`config.mk`:
```
export PLATFORM = sky130hd
export DESIGN_NAME = intr_timer_ctrl_xfer_decode
export DESIGN_NICKNAME = d
export VERILOG_FILES = /design/src/xfer_decode_pkg.sv /design/src/skip_test_if.sv /design/src/intr_timer_ctrl_xfer_decode.sv /design/src/skip_eval.sv
export VERILOG_INCLUDE_DIRS = /design/src
export SDC_FILE = /design/constraint.sdc
export NUM_CORES = 1
export LEC_CHECK = 0
export ABC_AREA = 1
export BUFFER_PORTS_ARGS = -buffer_cell sky130_fd_sc_hd__buf_2
export CAP_MARGIN = 40
export CORE_UTILIZATION = 61
export CTS_BUF_LIST = sky130_fd_sc_hd__clkbuf_4
export DETAILED_ROUTE_END_ITERATION = 7
export PLACE_DENSITY = 0.9
export SETUP_SLACK_MARGIN = 0.2
export SLEW_MARGIN = 20
export SYNTH_ARGS = -nofsm -noshare
export SYNTH_HDL_FRONTEND = slang
export SYNTH_HIERARCHICAL = 1
export SYNTH_SLANG_ARGS = --single-unit
```
`constraint.sdc`:
```
create_clock -name i_clk_sys -period 4.36 [get_ports i_clk_sys]
set_clock_uncertainty 0.05 [all_clocks]
set_input_delay 0.872 -clock i_clk_sys [delete_from_list [all_inputs] [get_ports i_clk_sys]]
set_output_delay 0.872 -clock i_clk_sys [all_outputs]
set_load 0.01 [all_outputs]
```
`src/xfer_decode_defines.svh`:
```
// Constants for the control-transfer decoder: opcodes, register indices,
// field positions and reset values. Included by the package, the decoder and the bench.
`ifndef XFER_DECODE_DEFINES_SVH
`define XFER_DECODE_DEFINES_SVH

// Nibble width of the working register and of every control register, and opcode width
`define NIB_W 4
`define OP_W 10

// Pin-level skip tests
`define OP_SKIP_PIN0 10'h03a
`define OP_SKIP_PIN1 10'h03b

// Transfers between working register and control registers
`define OP_RD_IRQ_EN1 10'h054
`define OP_WR_IRQ_EN1 10'h03f
`define OP_RD_IRQ_EN2 10'h055
`define OP_WR_IRQ_EN2 10'h03e
`define OP_RD_EXT_CTL1 10'h253
`define OP_WR_EXT_CTL1 10'h217
`define OP_RD_EXT_CTL2 10'h254
`define OP_WR_EXT_CTL2 10'h218
`define OP_RD_TMR1 10'h24b
`define OP_WR_TMR1 10'h20e
`define OP_RD_TMR2 10'h24c
`define OP_WR_TMR2 10'h20f
`define OP_RD_TMR3 10'h24d
`define OP_WR_TMR3 10'h210
`define OP_RD_TMR4 10'h24e
`define OP_WR_TMR4 10'h211
`define OP_RD_TMR6 10'h250
`define OP_WR_TMR6 10'h213

// Control register bank indices, also the port addresses
`define IDX_W 4
`define IDX_EXT_CTL1 4'h0
`define IDX_EXT_CTL2 4'h1
`define IDX_IRQ_EN1 4'h2
`define IDX_IRQ_EN2 4'h3
`define IDX_TMR1 4'h4
`define IDX_TMR2 4'h5
`define IDX_TMR3 4'h6
`define IDX_TMR4 4'h7
`define IDX_TMR6 4'h8
`define NUM_CTL 9
`define ADDR_STATUS 4'h9

// Level polarity bit inside each external interrupt control register
`define POL_BIT 2

// Status register: bit 0 shows a pending skip, bit 1 a word squashed in the previous cycle
`define STAT_SKIP_BIT 0
`define STAT_SQUASH_BIT 1

// Reset values
`define CTL_RST 4'h0
`define NIB_ZERO 4'h0

`endif

```
`src/xfer_decode_pkg.sv`:
```
// Types shared by the control-transfer decoder and its skip evaluator.
// Assumes the defines header is on the include path.
`include "xfer_decode_defines.svh"

package xfer_decode_pkg;

    typedef enum logic [1:0] {
        TEST_NONE = 2'b00,
        TEST_PIN0 = 2'b01,
        TEST_PIN1 = 2'b10
    } skip_test_type;

    typedef logic [`NIB_W-1:0] nib_type;

    typedef struct packed {
        nib_type [`NUM_CTL-1:0] ctl;
        logic skip_pend;
        logic acc_load;
        nib_type acc_data;
        logic skip_taken;
        logic squashed;
        nib_type rdata;
    } decode_state_type;

endpackage

```
`src/skip_test_if.sv`:
```
// Carrier between the decoder and the pin-level skip evaluator.
// Assumes both ends run on the same core clock.
`timescale 1ns/10ps

interface skip_test_if;
    import xfer_decode_pkg::*;
    skip_test_type sel;
    logic pol0;
    logic pol1;
    logic pin0;
    logic pin1;
    logic match;

    modport dec (output sel, output pol0, output pol1, output pin0, output pin1,
                 input match);
    modport eval (input sel, input pol0, input pol1, input pin0, input pin1,
                  output match);
endinterface

```
`src/intr_timer_ctrl_xfer_decode.sv`:
```
// Decoder and executor for the pin-level skip tests and the nibble
// transfers between the working register and the control register bank.
// Assumes the core presents one instruction per cycle with a valid strobe,
// and loads the working register from o_acc_data when o_acc_load is high.
//
// The address map and the strobed register port are this design's own decisions.
`timescale 1ns/10ps
`include "xfer_decode_defines.svh"

// Overview of operation
// RULE_01: Pin0 test, polarity one: skip when high
// RULE_02: Pin0 test, polarity zero: skip when low
// RULE_03: Pin1 test, polarity one: skip when high
// RULE_04: Pin1 test, polarity zero: skip when low
// RULE_05: Read first enable register into working register
// RULE_06: Write working register to first enable
// RULE_07: Read second enable register into working register
// RULE_08: Write working register to second enable
// RULE_09: Read first external control into working register
// RULE_10: Write working register to first external control
// RULE_11: Read second external control into working register
// RULE_12: Write working register to second external control
// RULE_13: Read first timer control into working register
// RULE_14: Write working register to first timer control
// RULE_15: Read second timer control into working register
// RULE_16: Write working register to second timer control
// RULE_17: Read third timer control into working register
// RULE_18: Write working register to third timer control
// RULE_19: Fourth timer control read and write transfers
// RULE_20: Sixth timer control read and write transfers
// RULE_21: Skipped instruction changes nothing, counter still advances
module intr_timer_ctrl_xfer_decode #(
    parameter int NIB_WIDTH = `NIB_W
) (
    // Clock and reset
    input wire logic i_clk_sys,
    input wire logic i_rst,
    // Instruction issue from the core
    input wire logic i_instr_valid,
    input wire logic [`OP_W-1:0] i_instr,
    input wire xfer_decode_pkg::nib_type i_acc,
    // External interrupt pins
    input wire logic i_ext_irq_pin_zero,
    input wire logic i_ext_irq_pin_one,
    // Register port
    input wire logic [`IDX_W-1:0] i_addr,
    input wire xfer_decode_pkg::nib_type i_wdata,
    input wire logic i_wr,
    input wire logic i_rd,
    output logic [`NIB_W-1:0] o_rdata,
    // Working register load
    output logic o_acc_load,
    output logic [`NIB_W-1:0] o_acc_data,
    // Skip handling
    output logic o_skip_taken,
    output logic o_skip_pending,
    output logic o_squashed,
    // Control register bank contents
    output logic [`NIB_W-1:0] o_ext_irq_ctl_first,
    output logic [`NIB_W-1:0] o_ext_irq_ctl_second,
    output logic [`NIB_W-1:0] o_irq_enable_ctl_first,
    output logic [`NIB_W-1:0] o_irq_enable_ctl_second,
    output logic [`NIB_W-1:0] o_tmr_ctl_first,
    output logic [`NIB_W-1:0] o_tmr_ctl_second,
    output logic [`NIB_W-1:0] o_tmr_ctl_third,
    output logic [`NIB_W-1:0] o_tmr_ctl_fourth,
    output logic [`NIB_W-1:0] o_tmr_ctl_sixth
);
    import xfer_decode_pkg::*;

    // The struct and the bank are laid out for nibble registers only
    if (NIB_WIDTH != `NIB_W) begin : g_width_check
        $error("NIB_WIDTH must equal the nibble width");
    end

    // Returns {hit, index} for a read-to-working-register opcode
    function automatic logic [`IDX_W:0] rd_decode(input logic [`OP_W-1:0] op);
        logic [`IDX_W:0] r;
        r = '0;
        unique case (op)
            `OP_RD_IRQ_EN1: r = {1'b1, `IDX_IRQ_EN1};
            `OP_RD_IRQ_EN2: r = {1'b1, `IDX_IRQ_EN2};
            `OP_RD_EXT_CTL1: r = {1'b1, `IDX_EXT_CTL1};
            `OP_RD_EXT_CTL2: r = {1'b1, `IDX_EXT_CTL2};
            `OP_RD_TMR1: r = {1'b1, `IDX_TMR1};
            `OP_RD_TMR2: r = {1'b1, `IDX_TMR2};
            `OP_RD_TMR3: r = {1'b1, `IDX_TMR3};
            `OP_RD_TMR4: r = {1'b1, `IDX_TMR4};
            `OP_RD_TMR6: r = {1'b1, `IDX_TMR6};
            default: r = '0;
        endcase
        return r;
    endfunction

    // Returns {hit, index} for a write-from-working-register opcode
    function automatic logic [`IDX_W:0] wr_decode(input logic [`OP_W-1:0] op);
        logic [`IDX_W:0] r;
        r = '0;
        unique case (op)
            `OP_WR_IRQ_EN1: r = {1'b1, `IDX_IRQ_EN1};
            `OP_WR_IRQ_EN2: r = {1'b1, `IDX_IRQ_EN2};
            `OP_WR_EXT_CTL1: r = {1'b1, `IDX_EXT_CTL1};
            `OP_WR_EXT_CTL2: r = {1'b1, `IDX_EXT_CTL2};
            `OP_WR_TMR1: r = {1'b1, `IDX_TMR1};
            `OP_WR_TMR2: r = {1'b1, `IDX_TMR2};
            `OP_WR_TMR3: r = {1'b1, `IDX_TMR3};
            `OP_WR_TMR4: r = {1'b1, `IDX_TMR4};
            `OP_WR_TMR6: r = {1'b1, `IDX_TMR6};
            default: r = '0;
        endcase
        return r;
    endfunction

    decode_state_type st_r;
    decode_state_type st_nxt;
    logic exec;
    logic [`IDX_W:0] rd_hit;
    logic [`IDX_W:0] wr_hit;
    nib_type status;

    skip_test_if tst ();

    skip_eval u_skip_eval (
        .tst(tst.eval)
    );

    // An instruction runs only when no skip is pending against it
    assign exec = i_instr_valid && !st_r.skip_pend; // RULE_21
    assign rd_hit = rd_decode(i_instr);
    assign wr_hit = wr_decode(i_instr);

    // Polarity comes from the registered bank, so a port write to the same
    // register in the test's cycle only affects the next test
    assign tst.pol0 = st_r.ctl[`IDX_EXT_CTL1][`POL_BIT];
    assign tst.pol1 = st_r.ctl[`IDX_EXT_CTL2][`POL_BIT];
    assign tst.pin0 = i_ext_irq_pin_zero;
    assign tst.pin1 = i_ext_irq_pin_one;

    always_comb begin
        if (exec && i_instr == `OP_SKIP_PIN0) begin
            tst.sel = TEST_PIN0; // RULE_01 RULE_02
        end else if (exec && i_instr == `OP_SKIP_PIN1) begin
            tst.sel = TEST_PIN1; // RULE_03 RULE_04
        end else begin
            tst.sel = TEST_NONE;
        end
    end

    always_comb begin
        status = `NIB_ZERO;
        status[`STAT_SKIP_BIT] = st_r.skip_pend;
        status[`STAT_SQUASH_BIT] = st_r.squashed;
    end

    always_comb begin
        st_nxt = st_r;
        st_nxt.acc_load = 1'b0;
        st_nxt.skip_taken = 1'b0;
        st_nxt.squashed = 1'b0;
        st_nxt.rdata = `NIB_ZERO;
        // Port read data stand only in the cycle after the strobe
        if (i_rd) begin
            if (i_addr < `IDX_W'(`NUM_CTL)) begin
                st_nxt.rdata = st_r.ctl[i_addr];
            end else if (i_addr == `ADDR_STATUS) begin
                st_nxt.rdata = status;
            end
        end
        // Port writes first, so an instruction write in the same cycle wins
        if (i_wr && i_addr < `IDX_W'(`NUM_CTL)) begin
            st_nxt.ctl[i_addr] = i_wdata;
        end
        if (i_instr_valid && st_r.skip_pend) begin
            // Skipped word: consumed, no transfer, no new skip
            st_nxt.skip_pend = 1'b0; // RULE_21
            st_nxt.squashed = 1'b1; // RULE_21
        end else if (exec) begin
            if (rd_hit[`IDX_W]) begin
                st_nxt.acc_load = 1'b1; // RULE_05 RULE_07 RULE_09 RULE_11
                st_nxt.acc_data = st_r.ctl[rd_hit[`IDX_W-1:0]]; // RULE_13 RULE_15 RULE_17
            end // RULE_19 RULE_20
            if (wr_hit[`IDX_W]) begin
                st_nxt.ctl[wr_hit[`IDX_W-1:0]] = i_acc; // RULE_06 RULE_08 RULE_10 RULE_12
            end // RULE_14 RULE_16 RULE_18 RULE_19 RULE_20
            if (tst.match) begin
                st_nxt.skip_pend = 1'b1; // RULE_01 RULE_02 RULE_03 RULE_04
                st_nxt.skip_taken = 1'b1;
            end
        end
    end

    always_ff @(posedge i_clk_sys) begin
        if (i_rst) begin
            st_r <= '0;
            st_r.ctl <= {`NUM_CTL{`CTL_RST}};
        end else begin
            st_r <= st_nxt;
        end
    end

    assign o_rdata = st_r.rdata;
    assign o_acc_load = st_r.acc_load;
    assign o_acc_data = st_r.acc_data;
    assign o_skip_taken = st_r.skip_taken;
    assign o_skip_pending = st_r.skip_pend;
    assign o_squashed = st_r.squashed;
    assign o_ext_irq_ctl_first = st_r.ctl[`IDX_EXT_CTL1];
    assign o_ext_irq_ctl_second = st_r.ctl[`IDX_EXT_CTL2];
    assign o_irq_enable_ctl_first = st_r.ctl[`IDX_IRQ_EN1];
    assign o_irq_enable_ctl_second = st_r.ctl[`IDX_IRQ_EN2];
    assign o_tmr_ctl_first = st_r.ctl[`IDX_TMR1];
    assign o_tmr_ctl_second = st_r.ctl[`IDX_TMR2];
    assign o_tmr_ctl_third = st_r.ctl[`IDX_TMR3];
    assign o_tmr_ctl_fourth = st_r.ctl[`IDX_TMR4];
    assign o_tmr_ctl_sixth = st_r.ctl[`IDX_TMR6];
endmodule

```
`src/skip_eval.sv`:
```
// Pin-level skip evaluator: compares an interrupt pin with its polarity bit.
// Assumes pins are already synchronous to the core clock.
`timescale 1ns/10ps

module skip_eval (
    skip_test_if.eval tst
);
    import xfer_decode_pkg::*;

    always_comb begin
        unique case (tst.sel)
            TEST_NONE: begin
                tst.match = 1'b0;
            end
            // Polarity 1 skips on high, polarity 0 on low
            TEST_PIN0: begin
                tst.match = ~(tst.pin0 ^ tst.pol0); // RULE_01 RULE_02
            end
            TEST_PIN1: begin
                tst.match = ~(tst.pin1 ^ tst.pol1); // RULE_03 RULE_04
            end
            default: begin
                tst.match = 1'b0;
            end
        endcase
    end
endmodule

```
==> results of run 1 <==
[metrics by stage]
step	cells	setup WS [ns]	power, uW
after floorplan	605	2.03	523
after global placement	742	1.56	569
after detailed placement	742	1.45	571
after CTS	750	1.85	859
after global routing	750	1.60	891
final	750	1.82	864
[power groups by stage]
stage	logic [uW]	registers (uW)	clock network, uW
floorplan	65.5	457	0
global placement	112	457	0
detailed placement	113	457	0
CTS	114	448	297
global route	129	449	313
finish	118	448	297
[cell type report]
type | count | area, um2
multi-input cells | 451 | 2190
fillers | 504 | 1500
flip-flops and latches | 48 | 961
repair buffers | 77 | 388
inverters | 94 | 353
well taps | 72 | 90.1
clock inverters | 3 | 50.0
clock buffers | 5 | 37.5
[critical path, cell delays in order]
cell,delay [ns]
buf_2,0.12
nor2_1,0.51
nand3_2,0.35
nand2_1,0.22
nor2_1,0.08
a31oi_2,0.30
inv_1,0.16
nand2_1,0.09
a21oi_1,0.06
[Yosys cell counts]
| cell type | count |
|---|---|
| o2111ai_1 | 2 |
| clkbuf_1 | 7 |
| nor2_1 | 41 |
| nor3_2 | 3 |
| nand3_1 | 42 |
| a31oi_2 | 1 |
| o21ai_0 | 66 |
| nand2_2 | 2 |
| o21ai_1 | 10 |
| dfxtp_1 | 48 |
| a31oi_1 | 1 |
| o22ai_1 | 6 |
| nand4_2 | 3 |
| nand3b_1 | 4 |
| nor2_2 | 2 |
| nor4_1 | 3 |
| nand3_2 | 6 |
| o31a_1 | 1 |
| a211oi_1 | 4 |
| inv_1 | 88 |
| ha_1 | 2 |
| nand4_1 | 14 |
| inv_2 | 5 |
| nor3_4 | 1 |
| a31o_2 | 2 |
| a22oi_1 | 1 |
| nand2_1 | 190 |
| a31oi_4 | 1 |
| buf_2 | 5 |
| a21oi_1 | 34 |
| a21oi_2 | 1 |
| o221ai_1 | 1 |
| nor3_1 | 3 |
| clkinv_1 | 1 |
| nor2_4 | 4 |
[flip-flops by register name, summed over array words and instances (netlist names)]
register / flops
o_irq_enable_ctl_second: 4
o_skip_pending: 1
o_irq_enable_ctl_first: 4
o_squashed: 1
o_tmr_ctl_third: 4
o_acc_load: 1
o_tmr_ctl_second: 4
o_rdata: 4
o_ext_irq_ctl_second: 4
o_tmr_ctl_sixth: 4
o_tmr_ctl_fourth: 4
o_acc_data: 4
o_skip_taken: 1
o_ext_irq_ctl_first: 4
o_tmr_ctl_first: 4
[worst paths after layout]
path / slack (ns) / start / cells past startpoint / to
setup reg to reg: 2.09 / o_skip_pending / 9 / o_skip_pending
setup / recovery: 1.82 / i_instr[9] / 9 / o_acc_data[1]
hold reg to reg: 0.42 / o_acc_data[0] / 2 / o_acc_data[0]
hold / removal: 0.42 / o_acc_data[0] / 2 / o_acc_data[0]
[per-layer routing]
metal | vias up | track usage (%) | part of all wire, %
met4 | 0 | 18.5 | 3.7
li1 | 2122 | - | -
met5 | - | 0 | 0
met3 | 50 | 7.91 | 12
met1 | 1997 | 53.3 | 40
met2 | 299 | 64.5 | 45
[cell families after synthesis]
kind of cell / after synthesis / synth area share (%)
AO/OA/AOI/OAI: 131 / 20.4
adder cells (fa/ha/maj): 2 / 0.703
buffers and inverters: 106 / 11.4
flip-flops: 48 / 27.0
AND/OR/NAND/NOR: 318 / 40.5
==> out/qor.yml, run 1 <==
timing:
  hold_ws_ns: 0.420
  period_minus_slack_ns: 2.54
  rsz0062_at_grt: "false"
  fmax_ghz: 0.394
  min_period_over_period_pct: 58.2
  final_max_slew_viol_count: 0
  tightest_slew_ns: 0.810
  tns_ns: 0
  setup_viol: 0
  final_hold_viol_count: 0
  maxSlewHeadroom_pct: 45.8
synth:
  synthTopCellsByArea: "dfxtp_1 27%, nand2_1 20%, inv_1 9.3%"
  syn_avg_cell_area_um2: 5.88
  synth_area_leader_cell: "dfxtp_1"
  netlist.area_leader.share_pct: 27.0
  ys_warn_count: 6
  synth-seq-cells: 48
  syn_nets: 636
  synth_area_um2: 3560
  synth_seq_area_share_pct: 27.0
  ys_types: 35
  synthCells: 605
cts:
  cts-root-buf: "clkbuf_4"
  postCtsSetupBuffers: 0
  path_clk_slew_ns: 0.16
  cts.sinks: 48
  worstSkewPairLatency_ns: 0.38
  cts-buffers-inserted: 5
  ctsHoldBuffers: 0
  cts_buffer_depth: 2
  cts_resized: 0
  cts_tree: "done"
  cts_max_level: 2
power:
  p_comb_share_pct: 13.7
  power.leakage_uw: 0.00183
  switching_share_pct: 30.4
  vdd_drop_max_mv: 0.254
  clockPowerShare_pct: 34.4
  p_int_uw: 601
  p_per_area_nw_per_um2: 212
  seq_power_share_pct: 51.9
  p_sw_uw: 262
grt:
  grt.overflow.total: 0
  grt_start_max_net_pins: 29
  grt_pass1_vias: 3811
  groute.usage.overall_pct: 40.7
  antenna_found_initial: 0
  grt_pass1_wl_mm: 19.2
setup_path:
  path_max_fanout: 14
  cp.required_ns: 4.57
  crit_type: "in -> reg"
  arrival_ns: 2.74
  crit_path_end_kind: "flop"
  crit_path_start_kind: "input port"
final_layout:
  mostFrequentLayoutCells: "190 x nand2_1, 88 x inv_1, 76 x buf_2"
  n_antenna_cell: 0
  final_common_cell: "nand2_1"
  fin_nets: 708
  drive_gt1_share_pct: 17.1
  fin_area_um2: 4070
  final_core_util_pct: 73.1
  syn2layout_area_growth_pct: 14.4
run:
  cap_violations: 0
drt:
  drc_errors: 0
  viasPerCell: 5.96
  antenna_left: 0
  post_drt_wl_per_cell_um: 16.3
  vias: 4468
  drtPass1Iterations: 6
  drt_iter0_markers: 452
  wl_mm: 12.2
floorplanning:
  die_w_um: 78.4
  die_h_um: 78.4
  coreArea_um2: 5570
  rows: 27
  initial_core_util_pct: 63.9
  io_pins: 77
  die_area_um2: 6140
place:
  dp.final_hpwl_mm: 9.22
  place_area_um2: 3990
  place.port_buffers: 76
  gp_congestion: 1.09
min_path:
  hold_class: "reg -> reg"
outcome:
  status: "complete, no violations"
No activity file was read; power rests on OpenSTA's default activity.
==> run 2: changes to the inputs <==
--- a/config.mk
+++ b/config.mk
@@ -9,10 +9,10 @@
 export ABC_AREA = 1
 export BUFFER_PORTS_ARGS = -buffer_cell sky130_fd_sc_hd__buf_2
 export CAP_MARGIN = 40
-export CORE_UTILIZATION = 61
+export CORE_UTILIZATION = 57
 export CTS_BUF_LIST = sky130_fd_sc_hd__clkbuf_4
 export DETAILED_ROUTE_END_ITERATION = 7
-export PLACE_DENSITY = 0.9
+export PLACE_DENSITY = 0.85
 export SETUP_SLACK_MARGIN = 0.2
 export SLEW_MARGIN = 20
 export SYNTH_ARGS = -nofsm -noshare
==> constraint.sdc (replaced) <==
create_clock -name i_clk_sys -period 2.4 [get_ports i_clk_sys]
set_clock_uncertainty 0.05 [all_clocks]
set_input_delay 0.48 -clock i_clk_sys [delete_from_list [all_inputs] [get_ports i_clk_sys]]
set_output_delay 0.48 -clock i_clk_sys [all_outputs]
set_load 0.01 [all_outputs]
==> out/qor.yml, run 2 (same netlist as run 1, synthesis figures left out) <==
setup_path:
  startpoint: "i_addr[0]"
  cp.required_ns: 2.68
  crit_type: "in -> reg"
  path_max_fanout: 8
  r2r_end: "o_skip_taken"
  r2r_cells: 8
  r2r_setup_slack_ns: 0.52
  reg2reg_from: "o_skip_pending"
  crit_path_start_kind: "input port"
  crit_path_end_kind: "flop"
  arrival_ns: 2.19
run:
  cap_violations: 0
outcome:
  status: "complete, no violations"
timing:
  maxSlewHeadroom_pct: 65.0
  period_minus_slack_ns: 1.91
  hold_ws_ns: 0.307
  rsz0062_at_grt: "false"
  final_hold_viol_count: 0
  fmax_ghz: 0.524
  min_period_over_period_pct: 79.6
  final_max_slew_viol_count: 0
  tightest_slew_ns: 0.525
  tns_ns: 0
  setup_viol: 0
drt:
  drtPass1Iterations: 5
  viasPerCell: 5.97
  wl_met1_mm: 5.16
  vias: 4576
  wl_mm: 12.9
  drc_errors: 0
  post_drt_wl_per_cell_um: 16.8
  wl_met2_mm: 5.77
  wl_met3_mm: 1.48
  drt_iter0_markers: 438
  antenna_left: 0
  highest_layer: "met4"
min_path:
  worstHoldStart: "i_instr_valid"
  min_to: "o_squashed"
  worst_hold_path.num_cells: 3
  hold_class: "in -> reg"
cts:
  cts-root-buf: "clkbuf_4"
  cts-buffers-inserted: 5
  cts_tree: "done"
  ctsHoldBuffers: 0
  path_clk_slew_ns: 0.16
  cts_buffer_depth: 2
  worstSkewPairLatency_ns: 0.40
  cts_resized: 0
  postCtsSetupBuffers: 0
  cts_max_level: 2
  cts.sinks: 48
place:
  gp_congestion: 0.961
  place_area_um2: 4100
  place.port_buffers: 76
  dp.final_hpwl_mm: 9.88
final_layout:
  regArea_um2: 961
  syn2layout_area_growth_pct: 18.0
  n_antenna_cell: 0
  fin_area_um2: 4200
  mostFrequentLayoutCells: "190 x nand2_1, 88 x inv_1, 76 x buf_2"
  fillers: 550
  fin_nets: 722
  drive_gt1_share_pct: 18.8
  final_common_cell: "nand2_1"
  multi_input_area_um2: 2190
floorplanning:
  coreArea_um2: 5960
  initial_core_util_pct: 59.8
  die_area_um2: 6570
  die_h_um: 81.0
  io_pins: 77
  die_w_um: 81.0
  rows: 28
grt:
  grt_pass1_wl_mm: 19.1
  grt_pass1_vias: 3828
  groute.usage.overall_pct: 38.8
  grt_start_max_net_pins: 23
  antenna_found_initial: 0
  grt.overflow.total: 0
power:
  power.leakage_uw: 0.00190
  vdd_drop_max_mv: 0.335
  p_per_area_nw_per_um2: 403
run 2: worst max path at each step:
stage,to,slack [ns],cells past startpoint
floorplan,o_skip_pending,0.47,8
global placement,o_acc_data[3],0.22,11
detailed placement,o_acc_data[3],0.13,11
global route,o_acc_data[2],0.36,13
CTS,o_acc_data[3],0.54,11
finish,o_ext_irq_ctl_second[1],0.49,10
run 2: where the power goes:
| group | internal [uW] | total (uW) | leakage, uW | switching [uW] |
|---|---|---|---|---|
| registers | 805 | 815 | 0.000387 | 9.90 |
| logic | 65.1 | 228 | 0.00146 | 163 |
| clock network | 328 | 651 | 0.0000558 | 323 |
| total | 1200 | 1690 | 0.00190 | 496 |
run 2: stage by stage:
stage / util (%) / power (uW) / instances / setup slack, ns
5_1_grt: 70.5 / 1720 / 767 / 0.363
4_1_cts: 70.5 / 1670 / 767 / 0.537
3_5_place_dp: 68.8 / 1050 / 759 / 0.126
3_3_place_gp: 68.8 / 1050 / 759 / 0.219
2_1_floorplan: - / 950 / 605 / 0.466
6_report: 70.5 / 1690 / 767 / 0.491
run 2: cell type report:
| type | count | area share, % |
|---|---|---|
| multi-input cells | 451 | 52.2 |
| flip-flops and latches | 48 | 22.9 |
| repair buffers | 91 | 11.7 |
| inverters | 94 | 8.40 |
| well taps | 75 | 2.23 |
| clock inverters | 3 | 1.64 |
| clock buffers | 5 | 0.893 |
run 2: routing by layer:
layer | GRT usage [%] | up-vias
met5 | 0 | -
met4 | 16.6 | 0
met3 | 5.17 | 50
met2 | 60.9 | 312
met1 | 53.1 | 2063
li1 | - | 2151
run 2: worst max-delay path, stage by stage:
cell	delay (ns)
buf_2	0.13
nor2_4	0.19
a21oi_1	0.14
nor2_2	0.20
nand3_1	0.32
o21ai_0	0.35
nand2_1	0.09
o21ai_0	0.10
nand2_1	0.07
a21oi_1	0.12
==> run 3: changes to the inputs <==
--- a/config.mk
+++ b/config.mk
@@ -6,13 +6,13 @@
 export SDC_FILE = /design/constraint.sdc
 export NUM_CORES = 1
 export LEC_CHECK = 0
-export ABC_AREA = 1
+export ABC_AREA = 0
 export BUFFER_PORTS_ARGS = -buffer_cell sky130_fd_sc_hd__buf_2
 export CAP_MARGIN = 40
-export CORE_UTILIZATION = 57
+export CORE_UTILIZATION = 51
 export CTS_BUF_LIST = sky130_fd_sc_hd__clkbuf_4
 export DETAILED_ROUTE_END_ITERATION = 7
-export PLACE_DENSITY = 0.85
+export PLACE_DENSITY = 0.81
 export SETUP_SLACK_MARGIN = 0.2
 export SLEW_MARGIN = 20
 export SYNTH_ARGS = -nofsm -noshare
==> constraint.sdc (replaced) <==
create_clock -name i_clk_sys -period 1.75 [get_ports i_clk_sys]
set_clock_uncertainty 0.05 [all_clocks]
set_input_delay 0.35 -clock i_clk_sys [delete_from_list [all_inputs] [get_ports i_clk_sys]]
set_output_delay 0.35 -clock i_clk_sys [all_outputs]
set_load 0.01 [all_outputs]
==> out/qor.yml, run 3 <==
synth:
  synth_fa_ha_area_share_pct: 0.742
  synth-simple-area-share_pct: 25.2
  synthXorXnorAreaFrac_pct: 0.780
  synth-compound-area-share_pct: 20.1
  ys_types: 62
  synthArstFlopShare_pct: 0
  syn_avg_cell_area_um2: 8.49
  ys_warn_count: 6
  synthTopCellsByArea: "dfxtp_1 29%, mux2i_1 13%, a211oi_1 6.2%"
  syn_nets: 428
  netlist.area_leader.share_pct: 28.5
  synth_area_leader_cell: "dfxtp_1"
  ys.flop_type: "dfxtp_1"
  synth_edf_count: 0
  yosys-top-cells-count: "53 x nor2_1, 48 x dfxtp_1, 43 x mux2i_1"
  synth.area.mux_share_pct: 20.5
  synth_top_family_by_area: "simple AND/OR/NAND/NOR gates"
  synth_area_um2: 3370
  synth_seq_area_share_pct: 28.5
  synthCells: 397
  synth-seq-cells: 48
  synth_most_common_cell: "nor2_1"
setup_path:
  cp.depth: 7
  critPathMaxStageDelay_ns: 0.46
  r2r_cells: 8
  crit_path_end_kind: "flop"
  crit_type: "in -> reg"
  cp_top_family: "simple AND/OR/NAND/NOR gates"
  cp.required_ns: 1.98
  path_max_fanout: 8
  slowest_stage: "or4_4"
  arrival_ns: 2.19
  crit_buf_inv: 1
  crit_chain: "buf_6, or3_4, or4_4, a221oi_4, nand3b_4, nor2_2, a211oi_2"
  crit_path_start_kind: "input port"
cts:
  worstSkewPairLatency_ns: 0.38
  cts-root-buf: "clkbuf_4"
  cts.sinks: 48
  cts_buffer_depth: 2
  path_clk_slew_ns: 0.16
  cts_max_level: 2
  cts-buffers-inserted: 5
  cts_tree: "done"
floorplanning:
  coreArea_um2: 6350
  die_area_um2: 6940
  initial_core_util_pct: 53.1
  die_w_um: 83.3
  rows: 29
  die_h_um: 83.3
  io_pins: 77
place:
  place.port_buffers: 76
  dp_slack_ns: -0.604
  dp.final_hpwl_mm: 8.98
  place_area_um2: 4470
  gp_congestion: 0.946
final_layout:
  fin_area_um2: 5400
  syn2layout_area_growth_pct: 60.1
  final_common_cell: "buf_4"
  drive_gt1_share_pct: 56.9
  mostFrequentLayoutCells: "81 x buf_4, 68 x buf_2, 46 x dfxtp_1"
  n_antenna_cell: 0
  fin_nets: 577
  fillers: 297
power:
  power.leakage_uw: 0.00223
  p_sw_uw: 748
  clockPowerShare_pct: 28.8
  switching_share_pct: 31.2
  total_power_uw: 2400
  vdd_drop_max_mv: 0.744
  p_comb_share_pct: 24.4
  seq_power_share_pct: 46.8
  p_int_uw: 1650
  p_per_area_nw_per_um2: 444
drt:
  post_drt_wl_per_cell_um: 26.4
  antenna_left: 0
  drc_errors: 0
  drt_iter0_markers: 752
  viasPerCell: 7.30
  vias: 4554
  drtPass1Iterations: 7
  wl_mm: 16.5
grt:
  grt.overflow.total: 0
  antenna_found_initial: 0
  grt_pass1_vias: 4056
  grt_pass1_wl_mm: 21.3
  grt_start_max_net_pins: 25
  groute.usage.overall_pct: 39.2
timing:
  min_period_over_period_pct: 112
  period_minus_slack_ns: 1.96
  tns_ns: -2.62
  setup_viol: 27
  maxSlewHeadroom_pct: 72.2
  fmax_ghz: 0.510
  finalWorstSetupSlack_ns: -0.209
  tightest_slew_ns: 0.417
  final_hold_viol_count: 0
  rsz0062_at_grt: "true"
  final_max_slew_viol_count: 0
outcome:
  status: "finished, violations left"
  violations: "negative setup slack"
min_path:
  worst_hold_path.num_cells: 3
  hold_class: "in -> reg"
run:
  cap_violations: 0
run 3: cell types whose count changed in the layout (fill, tap and decap cells not counted), moves of 8 or more:
cell / delta
inv_1: -83
a211oi_2: +20
o21ai_0: -60
a21oi_1: -29
nor2_2: +9
nor2_1: -10
buf_4: +66
nand2_1: -162
mux4_2: +8
nand3_1: -36
mux2i_1: +42
buf_2: -8
buf_6: +18
nand4_1: -9
run 3: final cells by class:
type / count / area, um2 / share of cell area [%]
sequential: 48 / 963 / 17.9
tap: 77 / 96.3 / 1.79
timing repair buffer: 173 / 1260 / 23.4
clock buffer: 5 / 37.5 / 0.696
inverter: 6 / 22.5 / 0.417
multi-input combinational: 312 / 2970 / 55.1
clock inverter: 3 / 42.5 / 0.788
run 3: power groups by stage:
stage / combinational, uW / clock, uW / sequential [uW]
after floorplan: 222 / 0 / 1140
after global placement: 402 / 0 / 1140
after detailed placement: 412 / 0 / 1140
after CTS: 485 / 679 / 1120
after global routing: 597 / 727 / 1120
final: 584 / 690 / 1120
run 3: timing repair:
action                     4_1_cts  5_1_grt
setup buffers                    6        9
hold endpoints to repair         0        0
resized for setup              101       56
hold buffers                     0        0
setup endpoints to repair       43       45
pin swaps                       51       36
run 3: routing by layer:
metal | GRT usage, % | part of all wire, % | up-vias | wire, um
li1 | - | - | 1790 | -
met1 | 49.2 | 35 | 2067 | 5790
met5 | 0 | 0 | - | 0
met2 | 61.9 | 44 | 518 | 7190
met3 | 8.45 | 13 | 179 | 2140
met4 | 23.0 | 8.3 | 0 | 1360
run 3: per-stage QoR:
step / cells / hold slack (ns) / utilization [%]
global route: 624 / 0.237 / 85.0
global placement: 601 / 0.386 / 70.4
floorplan: 397 / 0.420 / -
detailed placement: 601 / 0.391 / 70.4
finish: 624 / 0.232 / 85.0
CTS: 615 / 0.232 / 79.8
run 3: path summary, 6_finish.rpt:
| check | startpoint | endpoint | slack [ns] |
|---|---|---|---|
| max | i_instr[7] | o_tmr_ctl_third[2] | -0.21 |
| min | i_rd | o_rdata[1] | 0.23 |
| max reg2reg | o_skip_pending | o_skip_taken | -0.11 |
| min reg2reg | o_acc_data[1] | o_acc_data[1] | 0.41 |
run 3: cell families (layout without fill, tap and decap cells):
| family | count (synthesis) | after routing |
|---|---|---|
| buffers and inverters | 37 | 187 |
| DFF | 48 | 48 |
| muxes | 58 | 58 |
| adders and majority gates | 2 | 2 |
| and+or+nand+nor | 159 | 159 |
| xor gates and xnor gates | 3 | 3 |
| AOI/OAI and AO/OA | 90 | 90 |
run 3: worst reg2reg max path, cell delays in order, from the launching register on:
cell and delay, ns:
dfxtp_2 0.37, buf_6 0.11, nand2b_4 0.15, nor4_4 0.31, buf_4 0.16, ha_1 0.13
inv_1 0.04, o32ai_2 0.26, nor3b_2 0.21
